### src/hdl/pdsc_pkg.sv
// constants for the comparator dac slope control block
package pdsc_pkg;
    localparam int DATA_W = 16;
    localparam int ADDR_W = 4;
    // register offsets
    localparam logic [3:0] REG_SLOPE_CTRL = 4'h0;
    localparam logic [3:0] REG_DAC_CTRL   = 4'h1;
    localparam logic [3:0] REG_DAC_DATA   = 4'h2;
    localparam logic [3:0] REG_SLOPE_RATE = 4'h3;
    localparam logic [3:0] REG_STATUS     = 4'h4;
    // slope control fields
    localparam int STOPA_LSB = 8;
    localparam int STOPB_LSB = 4;
    localparam int START_LSB = 0;
    localparam int SEL_W     = 4;
    // dac control fields
    localparam int MODE_LSB   = 0;
    localparam int DIR_BIT    = 2;
    localparam int INSEL_BIT  = 3;
    localparam int DACOE_BIT  = 4;
    localparam int AMPOE_BIT  = 5;
    localparam int FILT_LSB   = 8;
    localparam int FILT_W     = 4;
    localparam int STRETCH_W  = 3;
    // reset values
    localparam logic [15:0] SLOPE_CTRL_RST = 16'h0000;
    localparam logic [15:0] DAC_CTRL_RST   = 16'h0000;
    localparam logic [15:0] DAC_DATA_RST   = 16'h0000;
    localparam logic [15:0] SLOPE_RATE_RST = 16'h0000;
    // selector codes
    localparam logic [3:0] SEL_LOW  = 4'h0;
    localparam logic [3:0] SEL_HIGH = 4'hf;
    // timing: dac logic clock, system clock and stretch cycles
    localparam int DAC_CLK_MHZ = 500;
    localparam int SYS_CLK_MHZ = 10;
    localparam int STRETCH_CYC = 3;
    typedef enum logic [1:0] {
        PDSC_SLOPE,
        PDSC_HYST,
        PDSC_TRIANGLE,
        PDSC_RSVD
    } pdsc_mode_e;
endpackage

### src/hdl/pdsc_pdm.sv
// phase accumulator pulse density modulator
`timescale 1ns/100ps
module pdsc_pdm #(
    parameter int WIDTH = 16
) (
    input  wire logic             clk_i,
    input  wire logic             rstn_i,
    input  wire logic [WIDTH-1:0] data_i,
    output logic                  pulse_o
);
    logic [WIDTH-1:0] acc;
    logic [WIDTH-1:0] next_acc;
    logic             pulse;
    logic             next_pulse;

    always_comb begin
        // density = data / 2**WIDTH
        {next_pulse, next_acc} = {1'b0, acc} + {1'b0, data_i};
    end

    always_ff @(posedge clk_i) begin
        if (!rstn_i) begin
            acc   <= '0;
            pulse <= 1'b0;
        end else begin
            acc   <= next_acc;
            pulse <= next_pulse;
        end
    end

    assign pulse_o = pulse;

    a_pdm_carry: assert property (@(posedge clk_i) disable iff (!rstn_i)
        ({1'b0, acc} + {1'b0, data_i}) > (2**WIDTH - 1) |=> pulse)
        else $error("carry did not give a pulse");
    a_pdm_zero: assert property (@(posedge clk_i) disable iff (!rstn_i)
        data_i == '0 && $past(data_i) == '0 |=> !pulse)
        else $error("zero data gave a pulse");
endmodule

### src/hdl/pdsc_cmpfilt.sv
// comparator output pulse stretcher and digital filter
`timescale 1ns/100ps
module pdsc_cmpfilt #(
    parameter int STRETCH = 3,
    parameter int FW      = 4
) (
    input  wire logic          clk_i,
    input  wire logic          rstn_i,
    input  wire logic          raw_i,
    input  wire logic [FW-1:0] len_i,
    output logic               out_o
);
    logic [7:0]    st_cnt;
    logic [7:0]    next_st_cnt;
    logic          stretched;
    logic [FW-1:0] f_cnt;
    logic [FW-1:0] next_f_cnt;
    logic          out;
    logic          next_out;

    always_comb begin
        // stretch a short high so the filter sees at least STRETCH cycles
        next_st_cnt = raw_i ? 8'(STRETCH) :
                      (st_cnt != 8'h00 ? st_cnt - 8'h01 : 8'h00);
        stretched   = raw_i || st_cnt != 8'h00;
        // output follows only after len_i stable cycles
        next_out    = out;
        next_f_cnt  = '0;
        if (stretched != out) begin
            if (f_cnt >= len_i) begin
                next_out = stretched;
            end else begin
                next_f_cnt = f_cnt + 1'b1;
            end
        end
    end

    always_ff @(posedge clk_i) begin
        if (!rstn_i) begin
            st_cnt <= '0;
            f_cnt  <= '0;
            out    <= 1'b0;
        end else begin
            st_cnt <= next_st_cnt;
            f_cnt  <= next_f_cnt;
            out    <= next_out;
        end
    end

    assign out_o = out;

    a_filt_change: assert property (@(posedge clk_i) disable iff (!rstn_i)
        out != $past(out) |-> $past(f_cnt) >= $past(len_i))
        else $error("filter output changed too early");
endmodule

### src/hdl/pdsc_top.sv
// comparator dac control: selection, slope unit, pdm and filter
`timescale 1ns/100ps
module pdsc_top
    import pdsc_pkg::*;
#(
    parameter bit IS_SLAVE = 1'b0,
    parameter int DAC_W    = 16
) (
    input  wire logic                       CLOCK_I,
    input  wire logic                       RSTN_I,
    input  wire logic [pdsc_pkg::ADDR_W-1:0] ADDR_I,
    input  wire logic [pdsc_pkg::DATA_W-1:0] WDATA_I,
    input  wire logic                       WR_I,
    input  wire logic                       RD_I,
    output logic [pdsc_pkg::DATA_W-1:0]      RDATA_O,
    input  wire logic [7:0]                 PWM_TRIG1_I,
    input  wire logic [7:0]                 PWM_TRIG2_I,
    input  wire logic [7:0]                 REMOTE_TRIG1_I,
    input  wire logic [7:0]                 REMOTE_TRIG2_I,
    input  wire logic [3:0]                 CMP_OUT_I,
    input  wire logic                       CMP_RAW_I,
    input  wire logic                       AMP_PULSE_I,
    output logic                            CMP_PIN_SEL_O,
    output logic                            PDM_O,
    output logic                            SHARED_DAC_OUTPUT_PIN_O,
    output logic                            CMP_OUT_O,
    output logic                            SLOPE_ACTIVE_O
);
    import pdsc_pkg::*;

    // dac logic clock; the 10 MHz system figure models it
    localparam int DAC_CLK_RATIO = DAC_CLK_MHZ / SYS_CLK_MHZ;

    logic [15:0] slope_ctrl, next_slope_ctrl;
    logic [15:0] dac_ctrl, next_dac_ctrl;
    logic [15:0] dac_data, next_dac_data;
    logic [15:0] slope_rate, next_slope_rate;
    logic [15:0] rdata, next_rdata;
    logic [DAC_W-1:0] dac_val, next_dac_val;
    logic        active, next_active;
    logic        tri_up, next_tri_up;
    logic        start_sel, stop_a, stop_b;
    logic        pdm_pulse, filt_out;
    logic        pin_sel, shared_pin, next_shared_pin;
    pdsc_mode_e  mode;

    // start source: trig1 set local/remote per instance
    function automatic logic pick_start(input logic [3:0] c,
            input logic [7:0] t1, input logic [7:0] t2,
            input logic [7:0] r1, input logic slave);
        logic s;
        s = 1'b0;
        if (c == SEL_HIGH) begin
            s = 1'b1;
        end else if (c >= 4'h1 && c <= 4'h8) begin
            if (slave) begin
                s = t1[3'(c - 4'h1)];
            end else if (c <= 4'h4) begin
                s = t1[3'(c - 4'h1)];
            end else begin
                s = t2[3'(c - 4'h5)];
            end
        end else if (c == 4'hd || c == 4'he) begin
            s = r1[3'(c - 4'hd)];
        end
        return s;
    endfunction

    // stop A source
    function automatic logic pick_stop_a(input logic [3:0] c,
            input logic [7:0] t1, input logic [7:0] t2,
            input logic [7:0] r2, input logic slave);
        logic s;
        s = 1'b0;
        if (c == SEL_HIGH) begin
            s = 1'b1;
        end else if (c >= 4'h1 && c <= 4'h8) begin
            if (slave) begin
                s = t2[3'(c - 4'h1)];
            end else if (c <= 4'h4) begin
                s = t1[3'(c - 4'h1)];
            end else begin
                s = t2[3'(c - 4'h5)];
            end
        end else if (c == 4'hd || c == 4'he) begin
            // master sees slave pwm1/2, slave sees master pwm7/8
            s = slave ? r2[3'(c - 4'h7)] : r2[3'(c - 4'hd)];
        end
        return s;
    endfunction

    // stop B: comparators 0 master1, 1..3 slave1..3
    function automatic logic pick_stop_b(input logic [3:0] c,
            input logic [3:0] cmp, input logic slave);
        logic s;
        s = 1'b0;
        if (c == SEL_HIGH) begin
            s = 1'b1;
        end else if (c >= 4'h1 && c <= 4'h4) begin
            if (slave) begin
                s = (c == 4'h4) ? cmp[0] : cmp[2'(c)];
            end else begin
                s = cmp[2'(c - 4'h1)];
            end
        end
        return s;
    endfunction

    always_comb begin
        start_sel = pick_start(slope_ctrl[START_LSB +: SEL_W], PWM_TRIG1_I,
                               PWM_TRIG2_I, REMOTE_TRIG1_I, IS_SLAVE);
        stop_a    = pick_stop_a(slope_ctrl[STOPA_LSB +: SEL_W], PWM_TRIG1_I,
                               PWM_TRIG2_I, REMOTE_TRIG2_I, IS_SLAVE);
        stop_b    = pick_stop_b(slope_ctrl[STOPB_LSB +: SEL_W], CMP_OUT_I,
                               IS_SLAVE);
        mode      = pdsc_mode_e'(dac_ctrl[MODE_LSB +: 2]);
        pin_sel   = dac_ctrl[INSEL_BIT];
    end

    // register bus
    always_comb begin
        next_slope_ctrl = slope_ctrl;
        next_dac_ctrl   = dac_ctrl;
        next_dac_data   = dac_data;
        next_slope_rate = slope_rate;
        next_rdata      = 16'h0000;
        if (WR_I) begin
            case (ADDR_I)
                REG_SLOPE_CTRL: next_slope_ctrl = WDATA_I;
                REG_DAC_CTRL:   next_dac_ctrl   = WDATA_I;
                REG_DAC_DATA:   next_dac_data   = WDATA_I;
                REG_SLOPE_RATE: next_slope_rate = WDATA_I;
                default:        ;
            endcase
        end
        if (RD_I) begin
            case (ADDR_I)
                REG_SLOPE_CTRL: next_rdata = slope_ctrl;
                REG_DAC_CTRL:   next_rdata = dac_ctrl;
                REG_DAC_DATA:   next_rdata = dac_data;
                REG_SLOPE_RATE: next_rdata = slope_rate;
                REG_STATUS:     next_rdata = {13'h0000, tri_up, filt_out,
                                              active};
                default:        next_rdata = 16'h0000;
            endcase
        end
    end

    // dac value engine
    always_comb begin
        next_active = active;
        next_tri_up = tri_up;
        next_dac_val = dac_val;
        case (mode)
            PDSC_SLOPE: begin
                if (stop_a || stop_b) begin
                    next_active  = 1'b0;
                    next_dac_val = dac_data;
                end else if (start_sel && !active) begin
                    next_active  = 1'b1;
                    next_dac_val = dac_data;
                end else if (active) begin
                    // saturate rather than wrap at the range ends
                    if (dac_ctrl[DIR_BIT]) begin
                        next_dac_val = (dac_val > ~slope_rate) ? '1 :
                                       dac_val + slope_rate;
                    end else begin
                        next_dac_val = (dac_val < slope_rate) ? '0 :
                                       dac_val - slope_rate;
                    end
                end else begin
                    next_dac_val = dac_data;
                end
            end
            PDSC_HYST: begin
                // rate register holds the low threshold
                next_active  = 1'b0;
                next_dac_val = filt_out ? slope_rate : dac_data;
            end
            PDSC_TRIANGLE: begin
                next_active = 1'b1;
                if (tri_up) begin
                    next_dac_val = dac_val + 16'h0001;
                    if (dac_val >= dac_data) next_tri_up = 1'b0;
                end else begin
                    next_dac_val = dac_val - 16'h0001;
                    if (dac_val <= slope_rate) next_tri_up = 1'b1;
                end
            end
            default: begin
                next_active  = 1'b0;
                next_dac_val = dac_data;
            end
        endcase
        // combination of dac and amplifier on one pin
        next_shared_pin = (dac_ctrl[DACOE_BIT] & pdm_pulse)
                        | (dac_ctrl[AMPOE_BIT] & AMP_PULSE_I);
    end

    always_ff @(posedge CLOCK_I) begin
        if (!RSTN_I) begin
            slope_ctrl <= SLOPE_CTRL_RST;
            dac_ctrl   <= DAC_CTRL_RST;
            dac_data   <= DAC_DATA_RST;
            slope_rate <= SLOPE_RATE_RST;
            rdata      <= 16'h0000;
            dac_val    <= '0;
            active     <= 1'b0;
            tri_up     <= 1'b1;
            shared_pin <= 1'b0;
        end else begin
            slope_ctrl <= next_slope_ctrl;
            dac_ctrl   <= next_dac_ctrl;
            dac_data   <= next_dac_data;
            slope_rate <= next_slope_rate;
            rdata      <= next_rdata;
            dac_val    <= next_dac_val;
            active     <= next_active;
            tri_up     <= next_tri_up;
            shared_pin <= next_shared_pin;
        end
    end

    pdsc_pdm #(.WIDTH(DAC_W)) u_pdm (
        .clk_i   (CLOCK_I),
        .rstn_i  (RSTN_I),
        .data_i  (dac_val),
        .pulse_o (pdm_pulse)
    );

    pdsc_cmpfilt #(.STRETCH(STRETCH_CYC), .FW(FILT_W)) u_filt (
        .clk_i  (CLOCK_I),
        .rstn_i (RSTN_I),
        .raw_i  (CMP_RAW_I),
        .len_i  (dac_ctrl[FILT_LSB +: FILT_W]),
        .out_o  (filt_out)
    );

    assign RDATA_O                 = rdata;
    assign PDM_O                   = pdm_pulse;
    assign SHARED_DAC_OUTPUT_PIN_O = shared_pin;
    assign CMP_OUT_O               = filt_out;
    assign SLOPE_ACTIVE_O          = active;
    assign CMP_PIN_SEL_O           = dac_ctrl[INSEL_BIT];

    a_stop_ends: assert property (@(posedge CLOCK_I) disable iff (!RSTN_I)
        mode == PDSC_SLOPE && (stop_a || stop_b) |=> !active)
        else $error("slope not ended by stop");
    a_start_slope: assert property (@(posedge CLOCK_I) disable iff (!RSTN_I)
        mode == PDSC_SLOPE && start_sel && !stop_a && !stop_b
        |=> active)
        else $error("slope not started");
    a_sel_reserved: assert property (@(posedge CLOCK_I) disable iff (!RSTN_I)
        slope_ctrl[START_LSB +: SEL_W] inside {4'h9, 4'ha, 4'hb, 4'hc}
        |-> !start_sel)
        else $error("reserved start code not low");
    a_stopa_high: assert property (@(posedge CLOCK_I) disable iff (!RSTN_I)
        slope_ctrl[STOPA_LSB +: SEL_W] == SEL_HIGH |-> stop_a)
        else $error("stop A code f not high");
    a_stopb_low: assert property (@(posedge CLOCK_I) disable iff (!RSTN_I)
        slope_ctrl[STOPB_LSB +: SEL_W] == SEL_LOW |-> !stop_b)
        else $error("stop B code 0 not low");
    a_pin_combine: assert property (@(posedge CLOCK_I) disable iff (!RSTN_I)
        dac_ctrl[AMPOE_BIT] && AMP_PULSE_I |=> shared_pin)
        else $error("shared pin missed amplifier");
    a_slope_up: assert property (@(posedge CLOCK_I) disable iff (!RSTN_I)
        active && mode == PDSC_SLOPE && dac_ctrl[DIR_BIT] && !stop_a
        && !stop_b && $stable(mode) |=> dac_val >= $past(dac_val))
        else $error("upward slope went down");
    a_rd_data: assert property (@(posedge CLOCK_I) disable iff (!RSTN_I)
        RD_I && ADDR_I == REG_SLOPE_CTRL && !WR_I
        |=> rdata == $past(slope_ctrl))
        else $error("slope control read back wrong");
endmodule

### config.mk
export PLATFORM = sky130hd
export DESIGN_NAME = pdsc_top
export DESIGN_NICKNAME = d
export VERILOG_FILES = /design/src/hdl/pdsc_pkg.sv /design/src/hdl/pdsc_pdm.sv /design/src/hdl/pdsc_cmpfilt.sv /design/src/hdl/pdsc_top.sv
export SDC_FILE = /design/constraint.sdc
export NUM_CORES = 1
export LEC_CHECK = 0
export ABC_AREA = 1
export BUFFER_PORTS_ARGS = -buffer_cell sky130_fd_sc_hd__buf_4
export CAP_MARGIN = 20
export CORE_MARGIN = 2
export CORE_UTILIZATION = 45
export CTS_CLUSTER_SIZE = 16
export DETAILED_ROUTE_END_ITERATION = 7
export SETUP_SLACK_MARGIN = 0.15
export SYNTH_ARGS = -nofsm -noshare
export SYNTH_HDL_FRONTEND = slang
export SYNTH_SLANG_ARGS = --single-unit
### constraint.sdc
create_clock -name CLOCK_I -period 3.9 [get_ports CLOCK_I]
set_input_delay 0.585 -clock CLOCK_I [delete_from_list [all_inputs] [get_ports CLOCK_I]]
set_output_delay 0.585 -clock CLOCK_I [all_outputs]
set_load 0.005 [all_outputs]
==> results.json <==
{
  "vdd_ir_drop_max_mv": 0.393,
  "synthTopCellsByArea": "dfxtp_1, ha_1, nand2_1, a21oi_1, o21ai_0",
  "grt_max_degree": 88,
  "nFillCells": 2253,
  "synth.distinct_cells": 40,
  "timing.fmax_ghz": 0.317,
  "cts_buffers": 17,
  "cp.required_ns": 4.24,
  "drive_gt1_share_pct": 9.13,
  "rsz0062_at_grt": "false",
  "htree_levels": 4,
  "area.growth.synth_to_final_pct": 14.6,
  "final_cell_mix": "nand2_1, a21oi_1, inv_1, o21ai_0, dfxtp_1",
  "cts_buffer_depth": 2,
  "route.detailed.wl_per_inst_um": 17.9,
  "die_h_um": 152,
  "crit_type": "flop to flop",
  "worstMarginPinSlew_ns": 1.03,
  "post-route-util_pct": 52.1,
  "hold_class": "input port to flop",
  "drt_first_pass_iters": 6,
  "drt.antenna.violating_nets": 0,
  "antenna_found_initial": 0,
  "cts_setup_buffers": 0,
  "cts_tree": "built",
  "grt_use_total_pct": 28.7,
  "drt-total-wl_um": 33600,
  "yosys.area.top_type": "dfxtp_1",
  "maxCapViolCount": 0,
  "syn_nets": 1686,
  "final_area_mm2": 0.0113,
  "clock-sinks": 129,
  "hold_ws_ns": 0.378,
  "hold_viol": 0,
  "crit_arrival_ns": 3.50,
  "grt_pass1_wl_um": 53200,
  "critPathMostFrequentCell": "nand2_1",
  "cts_resized": 0,
  "ios": 83,
  "seq_area_frac_synth_pct": 26.2,
  "cp_num_buf_inv": 4,
  "root_buffer": "clkbuf_16",
  "synth.cell_area_mm2": 0.00987,
  "via_count": 10500,
  "ys_ff_latch": 129,
  "worstPathMaxFanout": 21,
  "initial_core_util_pct": 45.5,
  "syn_inst": 1522,
  "period_minus_slack_ns": 3.16,
  "setup_viol": 0,
  "clock_skew_ns": 0.0216,
  "worst_path_largest_cell_delay_ns": 0.67,
  "final_common_cell": "nand2_1",
  "place_congestion": 0.954,
  "insertion_delay_ns": 0.44,
  "gr-total-overflow": 0,
  "grt_pass1_vias": 9942,
  "core_mm2": 0.0217,
  "timing.slew.headroom_pct": 31.3,
  "die_w_um": 152,
  "ys_warn_count": 0,
  "cellPowerDensity_mw_per_mm2": 342,
  "drt_iter0_markers": 933,
  "hold_buffers": 0,
  "p_leak_nw": 5.32,
  "critical_path.top_delay_family": "simple AND/OR/NAND/NOR gates",
  "fin_setup_tns_ns": 0,
  "finalMaxSlewViolations": 0,
  "path_cells": "inv_2 -> ha_1 -> inv_1 -> nand3_1 -> nand3_1 -> nand2_1 -> nand2_1 -> nand3_1 -> nand2_1 -> nor2_4 -> inv_2 -> nand2_1 -> nand2_1 -> nand2_1 -> nand3_1 -> nand2_1 -> inv_1",
  "drc": 0,
  "rows": 54,
  "netlist.area_leader.share_pct": 26.2,
  "nets": 1750,
  "postSynthAreaPerCell_um2": 6.49,
  "slowest_stage": "dfxtp_1",
  "placedInstanceArea_mm2": 0.0107,
  "clk_pin_slew_worst_paths_ns": 0.08,
  "end_kind": "flop",
  "cp-start-kind": "flop",
  "io_buffers": 82,
  "period_share_pct": 81.0,
  "dieArea_mm2": 0.0231,
  "dp_hpwl_um": 26400,
  "status": "finished, final reports clean",
  "via_per_inst": 5.59,
  "diodes": 0
}
## worst paths after layout
check                                  start                     endpoint  slack (ns)  cells after the start
setup / recovery  slope_ctrl[8]$_SDFFE_PN0P_       dac_val[12]$_SDFF_PN0_        0.74                     17
setup reg to reg  slope_ctrl[8]$_SDFFE_PN0P_       dac_val[12]$_SDFF_PN0_        0.74                     17
hold / removal                     CMP_RAW_I  u_filt.st_cnt[0]$_SDFF_PN0_        0.38                      3
hold reg to reg    dac_ctrl[13]$_SDFFE_PN0P_    dac_ctrl[13]$_SDFFE_PN0P_        0.46                      2
## report_power, final
part	total (mW)	internal [mW]	switching, mW	leakage, nW
clock network	1.62	0.870	0.754	0.294
logic	0.834	0.292	0.541	3.98
registers	1.41	1.36	0.0481	1.04
total	3.87	2.52	1.34	5.32
## Yosys cell counts
| master | instances |
|---|---|
| a211oi_1 | 3 |
| a21boi_0 | 1 |
| a21o_1 | 6 |
| a21oi_1 | 194 |
| a21oi_2 | 3 |
| a221oi_1 | 15 |
| a31o_2 | 1 |
| a31oi_1 | 2 |
| buf_2 | 13 |
| buf_4 | 7 |
| buf_6 | 3 |
| clkbuf_1 | 32 |
| clkinv_1 | 7 |
| dfxtp_1 | 129 |
| fa_1 | 4 |
| ha_1 | 98 |
| inv_1 | 193 |
| inv_2 | 2 |
| nand2_1 | 300 |
| nand3_1 | 119 |
| nand3b_1 | 3 |
| nand4_1 | 9 |
| nor2_1 | 127 |
| nor2_2 | 1 |
| nor2_4 | 1 |
| nor3_1 | 11 |
| nor4_1 | 3 |
| o211ai_1 | 5 |
| o21a_1 | 6 |
| o21ai_0 | 151 |
| o21ai_1 | 12 |
| o21ai_2 | 1 |
| o21bai_1 | 6 |
| o221ai_1 | 2 |
| o22ai_1 | 21 |
| o31ai_1 | 1 |
| o41ai_1 | 1 |
| or2_2 | 5 |
| xnor2_1 | 5 |
| xor2_1 | 19 |
## per-layer routing
| layer | share of wire (%) | global-route usage, % | wire length (um) | vias to the layer above |
|---|---|---|---|---|
| met4 | 2.5 | 7.43 | 847 | 0 |
| met1 | 44 | 38.2 | 14900 | 4854 |
| met5 | 0 | 0 | 0 | - |
| met2 | 47 | 48.1 | 15700 | 361 |
| li1 | - | - | - | 5231 |
| met3 | 6.3 | 5.02 | 2120 | 53 |
## logic make-up after synthesis
family          after synthesis  share of synthesized area [%]
compound gates              431                           23.7
buf+inv                     257                           10.4
xor+xnor                     24                           2.13
simple gates                579                           24.3
flops                       129                           26.2
fa+ha+maj                   102                           13.2
## worst reg2reg max path, delay by kind of cell (launching register included)
family | cells | cell delay (ns)
adders and majority gates | 1 | 0.47
buffers and inverters | 4 | 0.65
DFF | 1 | 0.67
and+or+nand+nor | 12 | 1.27
## layout make-up
cell class / count / area [um2] / share of cell area [%]
Clock buffer: 17 / 425 / 3.76
Clock inverter: 15 / 183 / 1.62
Inverter: 202 / 758 / 6.71
Multi-Input combinational cell: 1136 / 6260 / 55.3
Sequential cell: 129 / 2580 / 22.8
Tap cell: 280 / 350 / 3.10
Timing Repair Buffer: 100 / 751 / 6.64
## flip-flops by register name, summed over array words and instances (netlist names)
signal and flops:
RDATA_O 16, u_filt.f_cnt 4, dac_ctrl 16, dac_val 16
u_pdm.acc 16, dac_data 16, tri_up 1, u_filt.st_cnt 8
u_filt.out_o 1, SLOPE_ACTIVE_O 1, u_pdm.pulse_o 1, slope_ctrl 16
slope_rate 16, SHARED_DAC_OUTPUT_PIN_O 1
## stage by stage
stage | worst slack [ns] | power, mW | instances
3_5_place_dp | 0.773 | 2.26 | 1847
6_report | 0.742 | 3.87 | 1879
4_1_cts | 0.762 | 3.87 | 1879
2_1_floorplan | 1.60 | 1.99 | 1522
5_1_grt | 0.332 | 4.05 | 1879
3_3_place_gp | 0.833 | 2.25 | 1847
Power figures use the tool's default switching activity.
